===== src/rtl/vpwm_amp_defs.vh =====
/*
 * Constants for the voltage-mode PWM amplitude block: register byte
 * offsets, field positions, reset values and fixed figures.
 * Assumes inclusion by bare name from the design files.
 */
`ifndef VPWM_AMP_DEFS_VH
`define VPWM_AMP_DEFS_VH

// Register byte offsets
`define REG_CTRL 8'h00
`define REG_AMPL 8'h04
`define REG_THRS 8'h08
`define REG_STEP_INTERVAL_COUNT 8'h0c
`define REG_STATE 8'h10

// Control register fields
`define CTRL_EN_BIT 0
`define CTRL_AUTO_BIT 1
`define CTRL_MRES_LSB 4
`define CTRL_MRES_MSB 7

// Amplitude register fields
`define AMPL_OFS_LSB 0
`define AMPL_OFS_MSB 7
`define AMPL_GRAD_LSB 8
`define AMPL_GRAD_MSB 15

// State register fields
`define STATE_SCALE_MSB 7
`define STATE_VMODE_BIT 8
`define STATE_OLA_BIT 9
`define STATE_OLB_BIT 10

// Reset values
`define RST_CTRL 8'h00
`define RST_OFS 8'h80
`define RST_GRAD 8'h04
`define RST_THRS 20'h0_0000
`define RST_SCALE 8'h00

// Fixed figures
`define SINE_PEAK 9'h0f8
`define SCALE_MAX 8'hff
`define MICRO_FULL 9'h100
`define MRES_MAX 4'h8
`define OL_WINDOW 4

`endif


===== src/rtl/step_interval_timer.v =====
/*
 * Measures the time between two step pulses in clock cycles and
 * normalises it to the 256-microstep equivalent.
 * Assumes step_i is a one-cycle pulse synchronous to clk_i.
 */
`timescale 1ns/1ps
module step_interval_timer #(
    parameter W = 20
) (
    // Clock and reset
    input wire clk_i,
    input wire rst_i,
    // Step input and resolution
    input wire step_i,
    input wire [3:0] mres_i,
    // Normalised interval
    output reg [W-1:0] interval_o
);
    localparam RW = W + 8;
    reg [RW-1:0] raw_ff;
    wire [RW-1:0] norm = raw_ff >> mres_i;
    wire [W-1:0] norm_sat = (|norm[RW-1:W]) ? {W{1'b1}} : norm[W-1:0];

    always @(posedge clk_i) begin
        if (rst_i) begin
            raw_ff <= {RW{1'b0}};
            interval_o <= {W{1'b1}};
        end else begin
            if (step_i) begin
                raw_ff <= {{(RW-1){1'b0}}, 1'b1};
                interval_o <= norm_sat;
            end else begin
                if (~&raw_ff) begin
                    raw_ff <= raw_ff + {{(RW-1){1'b0}}, 1'b1};
                end
                // Slowing down shows before the next step arrives
                if (norm_sat > interval_o) begin
                    interval_o <= norm_sat;
                end
            end
        end
    end
endmodule


===== src/rtl/amp_divider.v =====
/*
 * Serial restoring divider, one quotient bit per clock.
 * Assumes start_i is only raised while busy_o is low.
 */
`timescale 1ns/1ps
module amp_divider #(
    parameter NW = 16,
    parameter DW = 20
) (
    // Clock and reset
    input wire clk_i,
    input wire rst_i,
    // Request
    input wire start_i,
    input wire [NW-1:0] num_i,
    input wire [DW-1:0] den_i,
    // Answer
    output reg busy_o,
    output reg done_o,
    output reg [NW-1:0] quo_o
);
    reg [DW:0] rem_ff;
    reg [DW-1:0] den_ff;
    reg [4:0] cnt_ff;
    wire [DW:0] trial = {rem_ff[DW-1:0], quo_o[NW-1]};
    wire ge = trial >= {1'b0, den_ff};

    always @(posedge clk_i) begin
        if (rst_i) begin
            rem_ff <= {(DW+1){1'b0}};
            den_ff <= {DW{1'b0}};
            cnt_ff <= 5'h00;
            busy_o <= 1'b0;
            done_o <= 1'b0;
            quo_o <= {NW{1'b0}};
        end else begin
            done_o <= 1'b0;
            if (start_i && !busy_o) begin
                rem_ff <= {(DW+1){1'b0}};
                // Zero divisor treated as one
                den_ff <= (den_i == {DW{1'b0}}) ? {{(DW-1){1'b0}}, 1'b1} : den_i;
                quo_o <= num_i;
                cnt_ff <= NW[4:0];
                busy_o <= 1'b1;
            end else if (busy_o) begin
                quo_o <= {quo_o[NW-2:0], ge};
                rem_ff <= ge ? (trial - {1'b0, den_ff}) : trial;
                cnt_ff <= cnt_ff - 5'h01;
                if (cnt_ff == 5'h01) begin
                    busy_o <= 1'b0;
                    done_o <= 1'b1;
                end
            end
        end
    end
endmodule


===== src/rtl/vpwm_amp.v =====
/*
 * Voltage-mode PWM amplitude control: velocity based or regulated
 * amplitude, chopper hand-over by step interval, open-load flags,
 * and a classic Wishbone register slave.
 * Assumes step, sine and coil current inputs synchronous to clk_i.
 */
// Added by the designer: register access over Wishbone and the register offsets.
// Summary of operation
// - Amplitude follows measured step interval in clocks; no current needed.
// - Without autoscale, amplitude is offset plus gradient times 256 times fstep/fclk.
// - Step rate is normalised to the 256-microstep equivalent.
// - Amplitude scales an 8-bit sine of peak 248, divided by 256.
// - Voltage mode below the velocity threshold, current chopper above.
// - Threshold zero keeps voltage mode at every velocity.
// - Last amplitude is held in current mode; resumed afterward only with autoscale.
// - With autoscale, offset limits the amplitude on voltage-mode re-entry.
// - Per-coil open-load flag shows whether nominal current was reached.
// - Flags set if target current not reached in last few full steps.
// - A broken coil holds its open-load flag steadily on in voltage mode; outside voltage mode the flag is cleared.
// - With autoscale, amplitude is regulated from measured coil current.
// - Threshold is a 20-bit step interval; voltage mode while interval exceeds it.
// - Offset and gradient take 0 to 255; amplitude reads back 8-bit.
`timescale 1ns/1ps
`include "vpwm_amp_defs.vh"
module vpwm_amp #(
    parameter TW = 20,
    parameter OLW = `OL_WINDOW
) (
    // Clock and reset
    input wire clk_i,
    input wire rst_i,
    // Wishbone slave
    input wire wb_cyc_i,
    input wire wb_stb_i,
    input wire wb_we_i,
    input wire [7:0] wb_adr_i,
    input wire [3:0] wb_sel_i,
    input wire [31:0] wb_dat_i,
    output reg [31:0] wb_dat_o,
    output reg wb_ack_o,
    // Step input
    input wire step_i,
    // Sine table values for both coils
    input wire signed [8:0] sine_a_i,
    input wire signed [8:0] sine_b_i,
    // Coil current measurement during on time
    input wire cur_sample_i,
    input wire [7:0] cur_a_i,
    input wire [7:0] cur_b_i,
    input wire [7:0] cur_target_i,
    // Coil drive and status
    output reg signed [8:0] coil_a_drive_o,
    output reg signed [8:0] coil_b_drive_o,
    output reg [7:0] pwm_scale_o,
    output reg voltage_mode_o,
    output reg open_load_coil_a_o,
    output reg open_load_coil_b_o
);
    localparam ST_OFF = 3'b001;
    localparam ST_VOLT = 3'b010;
    localparam ST_CURR = 3'b100;

    // Saturating 8-bit add
    function [7:0] sat_add;
        input [7:0] a;
        input [15:0] b;
        reg [16:0] s;
        begin
            s = {9'h000, a} + {1'b0, b};
            sat_add = (|s[16:8]) ? `SCALE_MAX : s[7:0];
        end
    endfunction

    // Clamp sine input to the table peak
    function signed [8:0] clamp_sine;
        input signed [8:0] v;
        begin
            if (v > $signed(`SINE_PEAK)) begin
                clamp_sine = $signed(`SINE_PEAK);
            end else if (v < -$signed(`SINE_PEAK)) begin
                clamp_sine = -$signed(`SINE_PEAK);
            end else begin
                clamp_sine = v;
            end
        end
    endfunction

    // Software settings
    reg en_ff;
    reg auto_ff;
    reg [3:0] mres_ff;
    reg [7:0] amplitude_offset_ff;
    reg [7:0] amplitude_gradient_ff;
    reg [TW-1:0] voltage_mode_velocity_threshold_ff;

    // Block state
    reg [2:0] state_ff;
    reg [2:0] nxt_state;
    reg [7:0] scale_ff;
    reg [7:0] nxt_scale;
    reg [7:0] vel_amp_ff;
    reg [8:0] micro_acc_ff;
    reg [OLW-1:0] hist_a_ff;
    reg [OLW-1:0] hist_b_ff;
    reg reach_a_ff;
    reg reach_b_ff;

    wire [TW-1:0] step_interval_count;
    wire div_busy;
    wire div_done;
    wire [15:0] div_quo;

    // Interval between steps, normalised to 256 microsteps
    step_interval_timer #(
        .W(TW)
    ) u_timer (
        .clk_i(clk_i),
        .rst_i(rst_i),
        .step_i(step_i),
        .mres_i(mres_ff),
        .interval_o(step_interval_count)
    );

    // Gradient * 256 / interval equals gradient * 256 * fstep / fclk
    amp_divider #(
        .NW(16),
        .DW(TW)
    ) u_div (
        .clk_i(clk_i),
        .rst_i(rst_i),
        .start_i(~div_busy),
        .num_i({amplitude_gradient_ff, 8'h00}),
        .den_i(step_interval_count),
        .busy_o(div_busy),
        .done_o(div_done),
        .quo_o(div_quo)
    );

    // Velocity based amplitude
    always @(posedge clk_i) begin
        if (rst_i) begin
            vel_amp_ff <= `RST_SCALE;
        end else if (div_done) begin
            vel_amp_ff <= sat_add(amplitude_offset_ff, div_quo);
        end
    end

    // Chopper selection by step interval
    wire slow = (voltage_mode_velocity_threshold_ff == {TW{1'b0}}) ||
                (step_interval_count > voltage_mode_velocity_threshold_ff);

    always @* begin
        nxt_state = state_ff;
        case (state_ff)
            ST_OFF: begin
                if (en_ff) begin
                    nxt_state = slow ? ST_VOLT : ST_CURR;
                end
            end
            ST_VOLT: begin
                if (!en_ff) begin
                    nxt_state = ST_OFF;
                end else if (!slow) begin
                    nxt_state = ST_CURR;
                end
            end
            ST_CURR: begin
                if (!en_ff) begin
                    nxt_state = ST_OFF;
                end else if (slow) begin
                    nxt_state = ST_VOLT;
                end
            end
            default: begin
                nxt_state = ST_OFF;
            end
        endcase
    end

    wire hit_a = cur_sample_i && (cur_a_i >= cur_target_i);
    wire hit_b = cur_sample_i && (cur_b_i >= cur_target_i);

    // Amplitude update
    always @* begin
        nxt_scale = scale_ff;
        case (state_ff)
            ST_VOLT: begin
                if (!auto_ff) begin
                    nxt_scale = vel_amp_ff;
                end else if (cur_sample_i) begin
                    if (!hit_a || !hit_b) begin
                        nxt_scale = sat_add(scale_ff, {8'h00, amplitude_gradient_ff});
                    end else if (scale_ff != 8'h00) begin
                        nxt_scale = scale_ff - 8'h01;
                    end
                end
            end
            ST_CURR: begin
                if (nxt_state == ST_VOLT && auto_ff && scale_ff > amplitude_offset_ff) begin
                    nxt_scale = amplitude_offset_ff;
                end else begin
                    nxt_scale = scale_ff;
                end
            end
            default: begin
                nxt_scale = scale_ff;
            end
        endcase
    end

    always @(posedge clk_i) begin
        if (rst_i) begin
            state_ff <= ST_OFF;
            scale_ff <= `RST_SCALE;
        end else begin
            state_ff <= nxt_state;
            scale_ff <= nxt_scale;
        end
    end

    // Full step detection in 256-microstep units
    wire [8:0] micro_inc = `MICRO_FULL >> (8 - mres_ff);
    wire [9:0] micro_sum = {1'b0, micro_acc_ff} + {1'b0, micro_inc};
    wire full_step = step_i && micro_sum[8];

    always @(posedge clk_i) begin
        if (rst_i) begin
            micro_acc_ff <= 9'h000;
        end else if (step_i) begin
            micro_acc_ff <= {1'b0, micro_sum[7:0]};
        end
    end

    // Open-load history over the last few full steps
    always @(posedge clk_i) begin
        if (rst_i || state_ff != ST_VOLT) begin
            hist_a_ff <= {OLW{1'b1}};
            hist_b_ff <= {OLW{1'b1}};
            reach_a_ff <= 1'b0;
            reach_b_ff <= 1'b0;
        end else if (full_step) begin
            hist_a_ff <= {hist_a_ff[OLW-2:0], reach_a_ff | hit_a};
            hist_b_ff <= {hist_b_ff[OLW-2:0], reach_b_ff | hit_b};
            reach_a_ff <= 1'b0;
            reach_b_ff <= 1'b0;
        end else begin
            reach_a_ff <= reach_a_ff | hit_a;
            reach_b_ff <= reach_b_ff | hit_b;
        end
    end

    // Coil drive and status outputs
    wire signed [17:0] prod_a = clamp_sine(sine_a_i) * $signed({1'b0, scale_ff});
    wire signed [17:0] prod_b = clamp_sine(sine_b_i) * $signed({1'b0, scale_ff});

    always @(posedge clk_i) begin
        if (rst_i) begin
            coil_a_drive_o <= 9'h000;
            coil_b_drive_o <= 9'h000;
            pwm_scale_o <= `RST_SCALE;
            voltage_mode_o <= 1'b0;
            open_load_coil_a_o <= 1'b0;
            open_load_coil_b_o <= 1'b0;
        end else begin
            if (state_ff == ST_VOLT) begin
                coil_a_drive_o <= prod_a[16:8];
                coil_b_drive_o <= prod_b[16:8];
            end else begin
                coil_a_drive_o <= 9'h000;
                coil_b_drive_o <= 9'h000;
            end
            pwm_scale_o <= scale_ff;
            voltage_mode_o <= (state_ff == ST_VOLT);
            // No success in the whole window holds the flag on
            open_load_coil_a_o <= ~|hist_a_ff;
            open_load_coil_b_o <= ~|hist_b_ff;
        end
    end

    // Wishbone slave, answer one cycle after the request
    wire req = wb_cyc_i && wb_stb_i;
    wire wr = req && wb_we_i && wb_ack_o;

    always @(posedge clk_i) begin
        if (rst_i) begin
            en_ff <= |(`RST_CTRL & (8'h01 << `CTRL_EN_BIT));
            auto_ff <= |(`RST_CTRL & (8'h01 << `CTRL_AUTO_BIT));
            mres_ff <= 4'h0;
            amplitude_offset_ff <= `RST_OFS;
            amplitude_gradient_ff <= `RST_GRAD;
            voltage_mode_velocity_threshold_ff <= `RST_THRS;
        end else if (wr) begin
            case (wb_adr_i)
                `REG_CTRL: begin
                    if (wb_sel_i[0]) begin
                        en_ff <= wb_dat_i[`CTRL_EN_BIT];
                        auto_ff <= wb_dat_i[`CTRL_AUTO_BIT];
                        if (wb_dat_i[`CTRL_MRES_MSB:`CTRL_MRES_LSB] > `MRES_MAX) begin
                            mres_ff <= `MRES_MAX;
                        end else begin
                            mres_ff <= wb_dat_i[`CTRL_MRES_MSB:`CTRL_MRES_LSB];
                        end
                    end
                end
                `REG_AMPL: begin
                    if (wb_sel_i[0]) begin
                        amplitude_offset_ff <= wb_dat_i[`AMPL_OFS_MSB:`AMPL_OFS_LSB];
                    end
                    if (wb_sel_i[1]) begin
                        amplitude_gradient_ff <= wb_dat_i[`AMPL_GRAD_MSB:`AMPL_GRAD_LSB];
                    end
                end
                `REG_THRS: begin
                    if (wb_sel_i[0]) begin
                        voltage_mode_velocity_threshold_ff[7:0] <= wb_dat_i[7:0];
                    end
                    if (wb_sel_i[1]) begin
                        voltage_mode_velocity_threshold_ff[15:8] <= wb_dat_i[15:8];
                    end
                    if (wb_sel_i[2]) begin
                        voltage_mode_velocity_threshold_ff[TW-1:16] <= wb_dat_i[TW-1:16];
                    end
                end
                default: begin
                    en_ff <= en_ff;
                end
            endcase
        end
    end

    always @(posedge clk_i) begin
        if (rst_i) begin
            wb_ack_o <= 1'b0;
            wb_dat_o <= 32'h0000_0000;
        end else begin
            wb_ack_o <= req && !wb_ack_o;
            wb_dat_o <= 32'h0000_0000;
            if (req && !wb_ack_o && !wb_we_i) begin
                case (wb_adr_i)
                    `REG_CTRL: begin
                        wb_dat_o <= {24'h00_0000, mres_ff, 2'b00, auto_ff, en_ff};
                    end
                    `REG_AMPL: begin
                        wb_dat_o <= {16'h0000, amplitude_gradient_ff, amplitude_offset_ff};
                    end
                    `REG_THRS: begin
                        wb_dat_o <= {{(32-TW){1'b0}}, voltage_mode_velocity_threshold_ff};
                    end
                    `REG_STEP_INTERVAL_COUNT: begin
                        wb_dat_o <= {{(32-TW){1'b0}}, step_interval_count};
                    end
                    `REG_STATE: begin
                        wb_dat_o <= {21'h00_0000, open_load_coil_b_o, open_load_coil_a_o,
                                     voltage_mode_o, pwm_scale_o};
                    end
                    default: begin
                        wb_dat_o <= 32'h0000_0000;
                    end
                endcase
            end
        end
    end
endmodule


===== config.mk =====
export PLATFORM = sky130hd
export DESIGN_NAME = vpwm_amp
export DESIGN_NICKNAME = d
export VERILOG_FILES = /design/src/rtl/step_interval_timer.v /design/src/rtl/amp_divider.v /design/src/rtl/vpwm_amp.v
export VERILOG_INCLUDE_DIRS = /design/src /design/src/rtl
export SDC_FILE = /design/constraint.sdc
export NUM_CORES = 1
export LEC_CHECK = 0
export ABC_AREA = 0
export BUFFER_PORTS_ARGS = -buffer_cell sky130_fd_sc_hd__buf_2
export CAP_MARGIN = 40
export CORE_ASPECT_RATIO = 0.6
export CORE_MARGIN = 2
export CORE_UTILIZATION = 50
export DETAILED_ROUTE_END_ITERATION = 6
export GPL_TIMING_DRIVEN = 1
export PLACE_DENSITY = 0.78
export SETUP_SLACK_MARGIN = 0.2
export SLEW_MARGIN = 30
export SYNTH_ARGS = -nofsm -noshare
export SYNTH_HDL_FRONTEND = slang
export SYNTH_SLANG_ARGS = --single-unit

===== constraint.sdc =====
create_clock -name clk_i -period 7.73 [get_ports clk_i]
set_clock_uncertainty 0.2 [all_clocks]
set_input_delay 1.1595 -clock clk_i [delete_from_list [all_inputs] [get_ports clk_i]]
set_output_delay 1.1595 -clock clk_i [all_outputs]
set_load 0.005 [all_outputs]

### Yosys cells after proc, flatten, opt, wreduce, memory -nomap -nowiden

Cells that the tools add are included.
W data, S select, Z words.

| word-level totals | value |
|---|---|
| bits in registers | 252 |

| operators by class | value |
|---|---|
| add/sub/neg operators | 8 |
| mux-type cells | 36 |
| shift operators | 2 |
| order comparisons | 11 |
| reductions and logical operators | 47 |
| multiply operators | 2 |
| eq/ne operators | 14 |
| bitwise logic cells | 5 |

Operators with widths:

| kind | count |
|---|---|
| $mux W20 | 5 |
| $pmux W20 S5 | 1 |
| $mux W8 | 7 |
| $gt A20 B20 Y1 | 2 |
| $logic_not A20 Y1 | 2 |
| $mux W9 | 4 |
| $mul A9 B9 Y17 | 2 |
| $mux W16 | 2 |
| $shr A9 B32 Y9 const A | 1 |
| $add A28 B1 Y28 const B | 1 |
| $reduce_and A28 Y1 | 1 |
| $shr A28 B4 Y28 | 1 |
| $ge A21 B20 Y1 | 1 |
| $sub A20 B20 Y20 | 1 |
| $gt A9 B9 Y1 const B | 2 |
| $lt A9 B9 Y1 const B | 2 |
| $mux W3 | 6 |
| $reduce_and A3 Y1 | 6 |
| $reduce_or A9 Y1 | 2 |
| $add A8 B16 Y17 | 1 |
| $eq A8 B4 Y1 const B | 2 |
| $ge A8 B8 Y1 | 2 |
| $pmux W8 S2 | 1 |
| $logic_and A1 B1 Y1 | 11 |
| other kinds (33) | 59 |

### Longest topological paths before layout

| logic depth | value |
|---|---|
| word-level depth | 10 |
| depth in mapped cells | 24 |

### Hierarchy

A second synthesis with hierarchy kept.

| unflattened totals | value |
|---|---|
| cell total of the unflattened synthesis | 2416 |
| area, all modules | 20444.6 µm² |

Modules (own cells, without submodules):

| module | cells each | area each (µm²) | times used |
|---|---|---|---|
| vpwm_amp | 1491 | 12838.6 | 1 |
| step_interval_timer | 450 | 3880.0 | 1 |
| amp_divider | 475 | 3726.1 | 1 |

### Worst setup path after synthesis

No wires, ideal clock.

| path | value |
|---|---|
| kind | input port to flip-flop |
| from | input sine_b_i[7] |
| to | register coil_b_drive_o[7] |
| cell stages on the path | 22 |
| path slack | 0.957 ns |
| data required time | 7.384 ns |
| data arrival time | 6.427 ns |
| buffers on the path | 1 |
| path through | or4_1 > o21ai_0 > ha_1 > clkbuf_1 > o21ai_1 > nand2_1 > fa_1 > inv_1 > fa_1 > inv_1 > fa_1 > inv_1 > fa_1 > ha_1 > nand4_1 > nor3_1 > a221o_1 > a21oi_2 > o21ai_1 > a21o_1 > a211oi_1 > a2111oi_0 |

| on the way | value |
|---|---|
| word-level cells in the longest chain between the ends | 4 |

Ends and longest elaborated chain:

| element | RTL line | source |
|---|---|---|
| start, declared | vpwm_amp.v:45 | `input wire signed [8:0] sine_b_i,` |
| $lt A9 B9 Y1 | vpwm_amp.v:80 | `` end else if (v < -$signed(`SINE_PEAK)) begin `` |
| $mux W9 | vpwm_amp.v:80 |  |
| $mux W9 * | vpwm_amp.v:78 | `` if (v > $signed(`SINE_PEAK)) begin `` |
| $mul A9 B9 Y17 * | vpwm_amp.v:254 | `wire signed [17:0] prod_b = clamp_sine(sine_b_i) * $signed({1'b0, scale_ff});` |
| end signal, assigned | vpwm_amp.v:267 | `coil_b_drive_o <= prod_b[16:8];` |
| end, declared | vpwm_amp.v:53 | `output reg signed [8:0] coil_b_drive_o,` |

Every way passes the cells marked *; elsewhere a longest branch is shown, timed or not.
A chain may end at the register's enable or synchronous reset.

### Final worst setup path

| path | value |
|---|---|
| from | input sine_a_i[7] |
| to | register coil_a_drive_o[7] |

| on the way | value |
|---|---|
| word-level cells in the longest chain between the ends | 4 |

Ends and longest elaborated chain:

| element | RTL line | source |
|---|---|---|
| start, declared | vpwm_amp.v:44 | `input wire signed [8:0] sine_a_i,` |
| $lt A9 B9 Y1 | vpwm_amp.v:80 |  |
| $mux W9 | vpwm_amp.v:80 |  |
| $mux W9 * | vpwm_amp.v:78 |  |
| $mul A9 B9 Y17 * | vpwm_amp.v:253 | `wire signed [17:0] prod_a = clamp_sine(sine_a_i) * $signed({1'b0, scale_ff});` |
| end signal, assigned | vpwm_amp.v:266 | `coil_a_drive_o <= prod_a[16:8];` |
| end, declared | vpwm_amp.v:52 | `output reg signed [8:0] coil_a_drive_o,` |

Marked as above.

==> summary.txt <==
Outcome
  • Outcome: finished clean

Floorplan
  • Row count: 56
  • Die height: 157 um
  • Die ar.: 40800 sq um
  • Core Region: 38800 sq um
  • Die W: 259 um
  • I/O pins: 155
  • Initial Util: 0.504

STA
  • Worst slew pin tran: 0.818 ns
  • Fin crit period: 6.99 ns
  • Max Slew Vio Count: 0
  • Fmax: 143 MHz
  • Setup TNS: 0 ns
  • Fin. Hold Viols: 0
  • RSZ-0062 raised after global routing: no
  • Setup WS post-layout: 0.745 ns
  • Setup violators final: 0
  • Final Cycle Share: 0.904
  • Max_slew headroom: 0.440

Clock network
  • # clock sinks: 240
  • Post CTS Setup Buffer Count: 0
  • Cts hold-fix bufs: 0
  • CTS tree: built
  • Worst-skew pair later-pin latency: 0.56 ns
  • CTS max path bufs: 3
  • PostCTS Resize Cnt: 0
  • Root buffer cell: clkbuf_16
  • Worst-path clk slew: 0.07 ns
  • Num CTS Buffers: 26
  • H-tree lvl count: 1

Critical path
  • Kind of start point of the critical path: primary input
  • Reg2reg start: scale_ff[0]
  • Critical path destination: coil_a_drive_o[7]
  • WS Path Type: primary input to flop
  • CP max FO: 8
  • Worst Path Required: 7.92 ns
  • CP arrival: 7.18 ns
  • CP Capture Type: flop
  • Worst setup startpoint: sine_a_i[7]
  • R2R Path End: coil_a_drive_o[7]
  • Worst r2r path cells: 17
  • Flop2flop setup slack: 1.91 ns

Placed design
  • IO Port Bufs: 129
  • Placer Congestion: 0.976
  • Dpl ws: 0.334 ns
  • HPWL Detailed: 44.7 mm
  • Dpl cell area: 20700 sq um
  • Placed cells: 2885

Drt
  • Vias/cell: 5.90
  • Detailed-route via count: 17300
  • DRT antenna net count: 0
  • Drt pass-1 iters: 6
  • WL per Instance: 19.6 um
  • DRC viols: 0
  • Final wirelength: 57.6 mm
  • Initial drt markers: 2240

Finish
  • Final Non-Filler Cells: 2937
  • Design area: 21600 sq um
  • Most frequent cells in the layout: 292 x inv_1, 240 x dfxtp_1, 205 x nor2_1
  • Share of cells above drive strength 1: 0.107
  • # nets final: 2777
  • Commonest non-fill, non-tap cell in the layout: inv_1
  • Area delta synth->final: 10.2%

Global routing
  • Total GRT Usage: 0.280
  • GRT met2 Usage: 0.404
  • GRT overflow: 0
  • Vias in the first global route: 16400
  • Largest net degree at the start of global routing: 57
  • Global routing's busiest layer: met1
  • First-pass GRT wire length: 90.8 mm
  • Met3 Use GR: 0.0538
  • M1 GR Usage: 0.427
  • Initial antenna violation count: 3

Logic synthesis
  • Post-synth EDFFs: 0
  • Synth cell types: 83
  • Fraction of registers with async set or reset after synthesis: 0
  • #FFs+latches synth: 240
  • Main synth FF type: dfxtp_1
  • Yosys warning total: 0
  • Synthesized area per cell: 8.48 sq um
  • Seq/Total Area, Yosys: 0.245
  • Synthesized cell area: 19600 sq um
  • Synth Instances: 2309

Pwr
  • Peak VDD IR: 0.156 mV
  • Leakage: 0.00999 uW
  • Power density over the cells: 152 nW/um^2

Worst hold path
  • Hold WC Path Type: flop to flop

Job
  • Max-Cap Viols: 0
-- Yosys cell counts (12+ instances only) --
cell type	n	area, sq um
inv_1	292	1100
dfxtp_1	240	4800
nor2_1	206	773
ha_1	173	2160
nand2_1	153	574
fa_1	118	2360
a21oi_1	111	556
mux2i_1	92	921
clkbuf_1	78	293
nand3_1	75	375
o21ai_0	74	370
and3_1	55	344
and2_1	47	294
xnor2_1	46	403
nor3_1	41	205
xor2_1	41	359
nor2b_1	38	238
a211oi_1	28	210
o211ai_1	27	203
nand4_1	26	163
a21o_1	24	180
o21ai_1	23	115
nand2b_1	19	119
nor4_1	19	119
o21a_1	18	135
buf_2	16	80.1
buf_4	16	120
o32ai_1	15	131
a2111oi_0	13	114
a221oi_1	13	114
mux4_2	13	293
nor3b_1	12	90.1
-- power by group --
group	leakage, uW	internal, uW	switching, uW
combinational	0.00759	250	397
clock	0.000443	756	562
sequential	0.00195	1280	39.5
-- layer usage --
| metal | wire length (um) | up-vias | part of all wire |
|---|---|---|---|
| met5 | 0 | - | 0 |
| met1 | 26800 | 8328 | 0.47 |
| li1 | - | 8076 | - |
| met3 | 5970 | 92 | 0.10 |
| met4 | 1360 | 0 | 0.024 |
| met2 | 23400 | 825 | 0.41 |
-- cells by family (layout without fill, tap and decap cells) --
kind of cell	Yosys count	after routing	share of synthesized area
buffers and inverters	413	506	0.0833
and+or+nand+nor	733	733	0.186
muxes	117	117	0.0701
AOI/OAI and AO/OA	427	427	0.145
other	1	14	0.000192
DFF	240	240	0.245
adders and majority gates	291	291	0.231
xor gates and xnor gates	87	87	0.0389
-- state kept, by name, indices dropped and copies added, names as in the netlist, 5 cells and up --
| name | flops |
|---|---|
| amplitude_gradient_ff | 8 |
| amplitude_offset_ff | 8 |
| coil_a_drive_o | 9 |
| coil_b_drive_o | 9 |
| micro_acc_ff | 8 |
| pwm_scale_o | 8 |
| scale_ff | 8 |
| u_div.cnt_ff | 5 |
| u_div.den_ff | 20 |
| u_div.quo_o | 16 |
| u_div.rem_ff | 20 |
| u_timer.interval_o | 20 |
| u_timer.raw_ff | 28 |
| vel_amp_ff | 8 |
| voltage_mode_velocity_threshold_ff | 20 |
| wb_dat_o | 20 |
-- cell type report --
class,instances,area [sq um]
Multi-Input combinational cell,1667,13200
Antenna cell,2,5.00
Timing Repair Buffer,164,930
Clock buffer,35,756
Inverter,294,1100
Clock inverter,13,131
Fill cell,3468,17200
Sequential cell,240,4800
Tap cell,522,653
-- worst max-delay path, stage by stage --
cell and delay, ns:
buf_2 0.11, or4_1 0.50, o21ai_0 0.17, ha_1 0.33
o21ai_1 0.53, nand2_1 0.17, fa_1 0.47, inv_1 0.08
fa_1 0.40, inv_1 0.08, fa_1 0.41, inv_1 0.10
fa_1 0.42, ha_1 0.33, nand4b_1 0.10, nor3_1 0.16
a221o_1 0.23, a21oi_2 0.12, o21ai_1 0.46, a21o_1 0.23
a211oi_1 0.10, a2111oi_0 0.53
-- through the flow --
stage                     hold WS, ns  power, uW   util
final                           0.266       3290  0.556
after global routing            0.282       3430  0.556
after CTS                       0.249       3280  0.555
after detailed placement        0.246       1980  0.532
after global placement          0.222       1950  0.531
after floorplan                 0.204       1810      -
-- how the worst min path moves through the flow --
stage | start | endpoint | slack, ns | depth (start not counted)
global route | hist_b_ff[1] | open_load_coil_b_o | 0.28 | 1
finish | hist_b_ff[1] | open_load_coil_b_o | 0.27 | 1
detailed placement | hist_b_ff[1] | open_load_coil_b_o | 0.25 | 1
CTS | hist_b_ff[1] | open_load_coil_b_o | 0.25 | 1
floorplan | hist_a_ff[0] | open_load_coil_a_o | 0.20 | 1
global placement | hist_b_ff[1] | open_load_coil_b_o | 0.22 | 1
No activity file was read; power rests on OpenSTA's default activity.
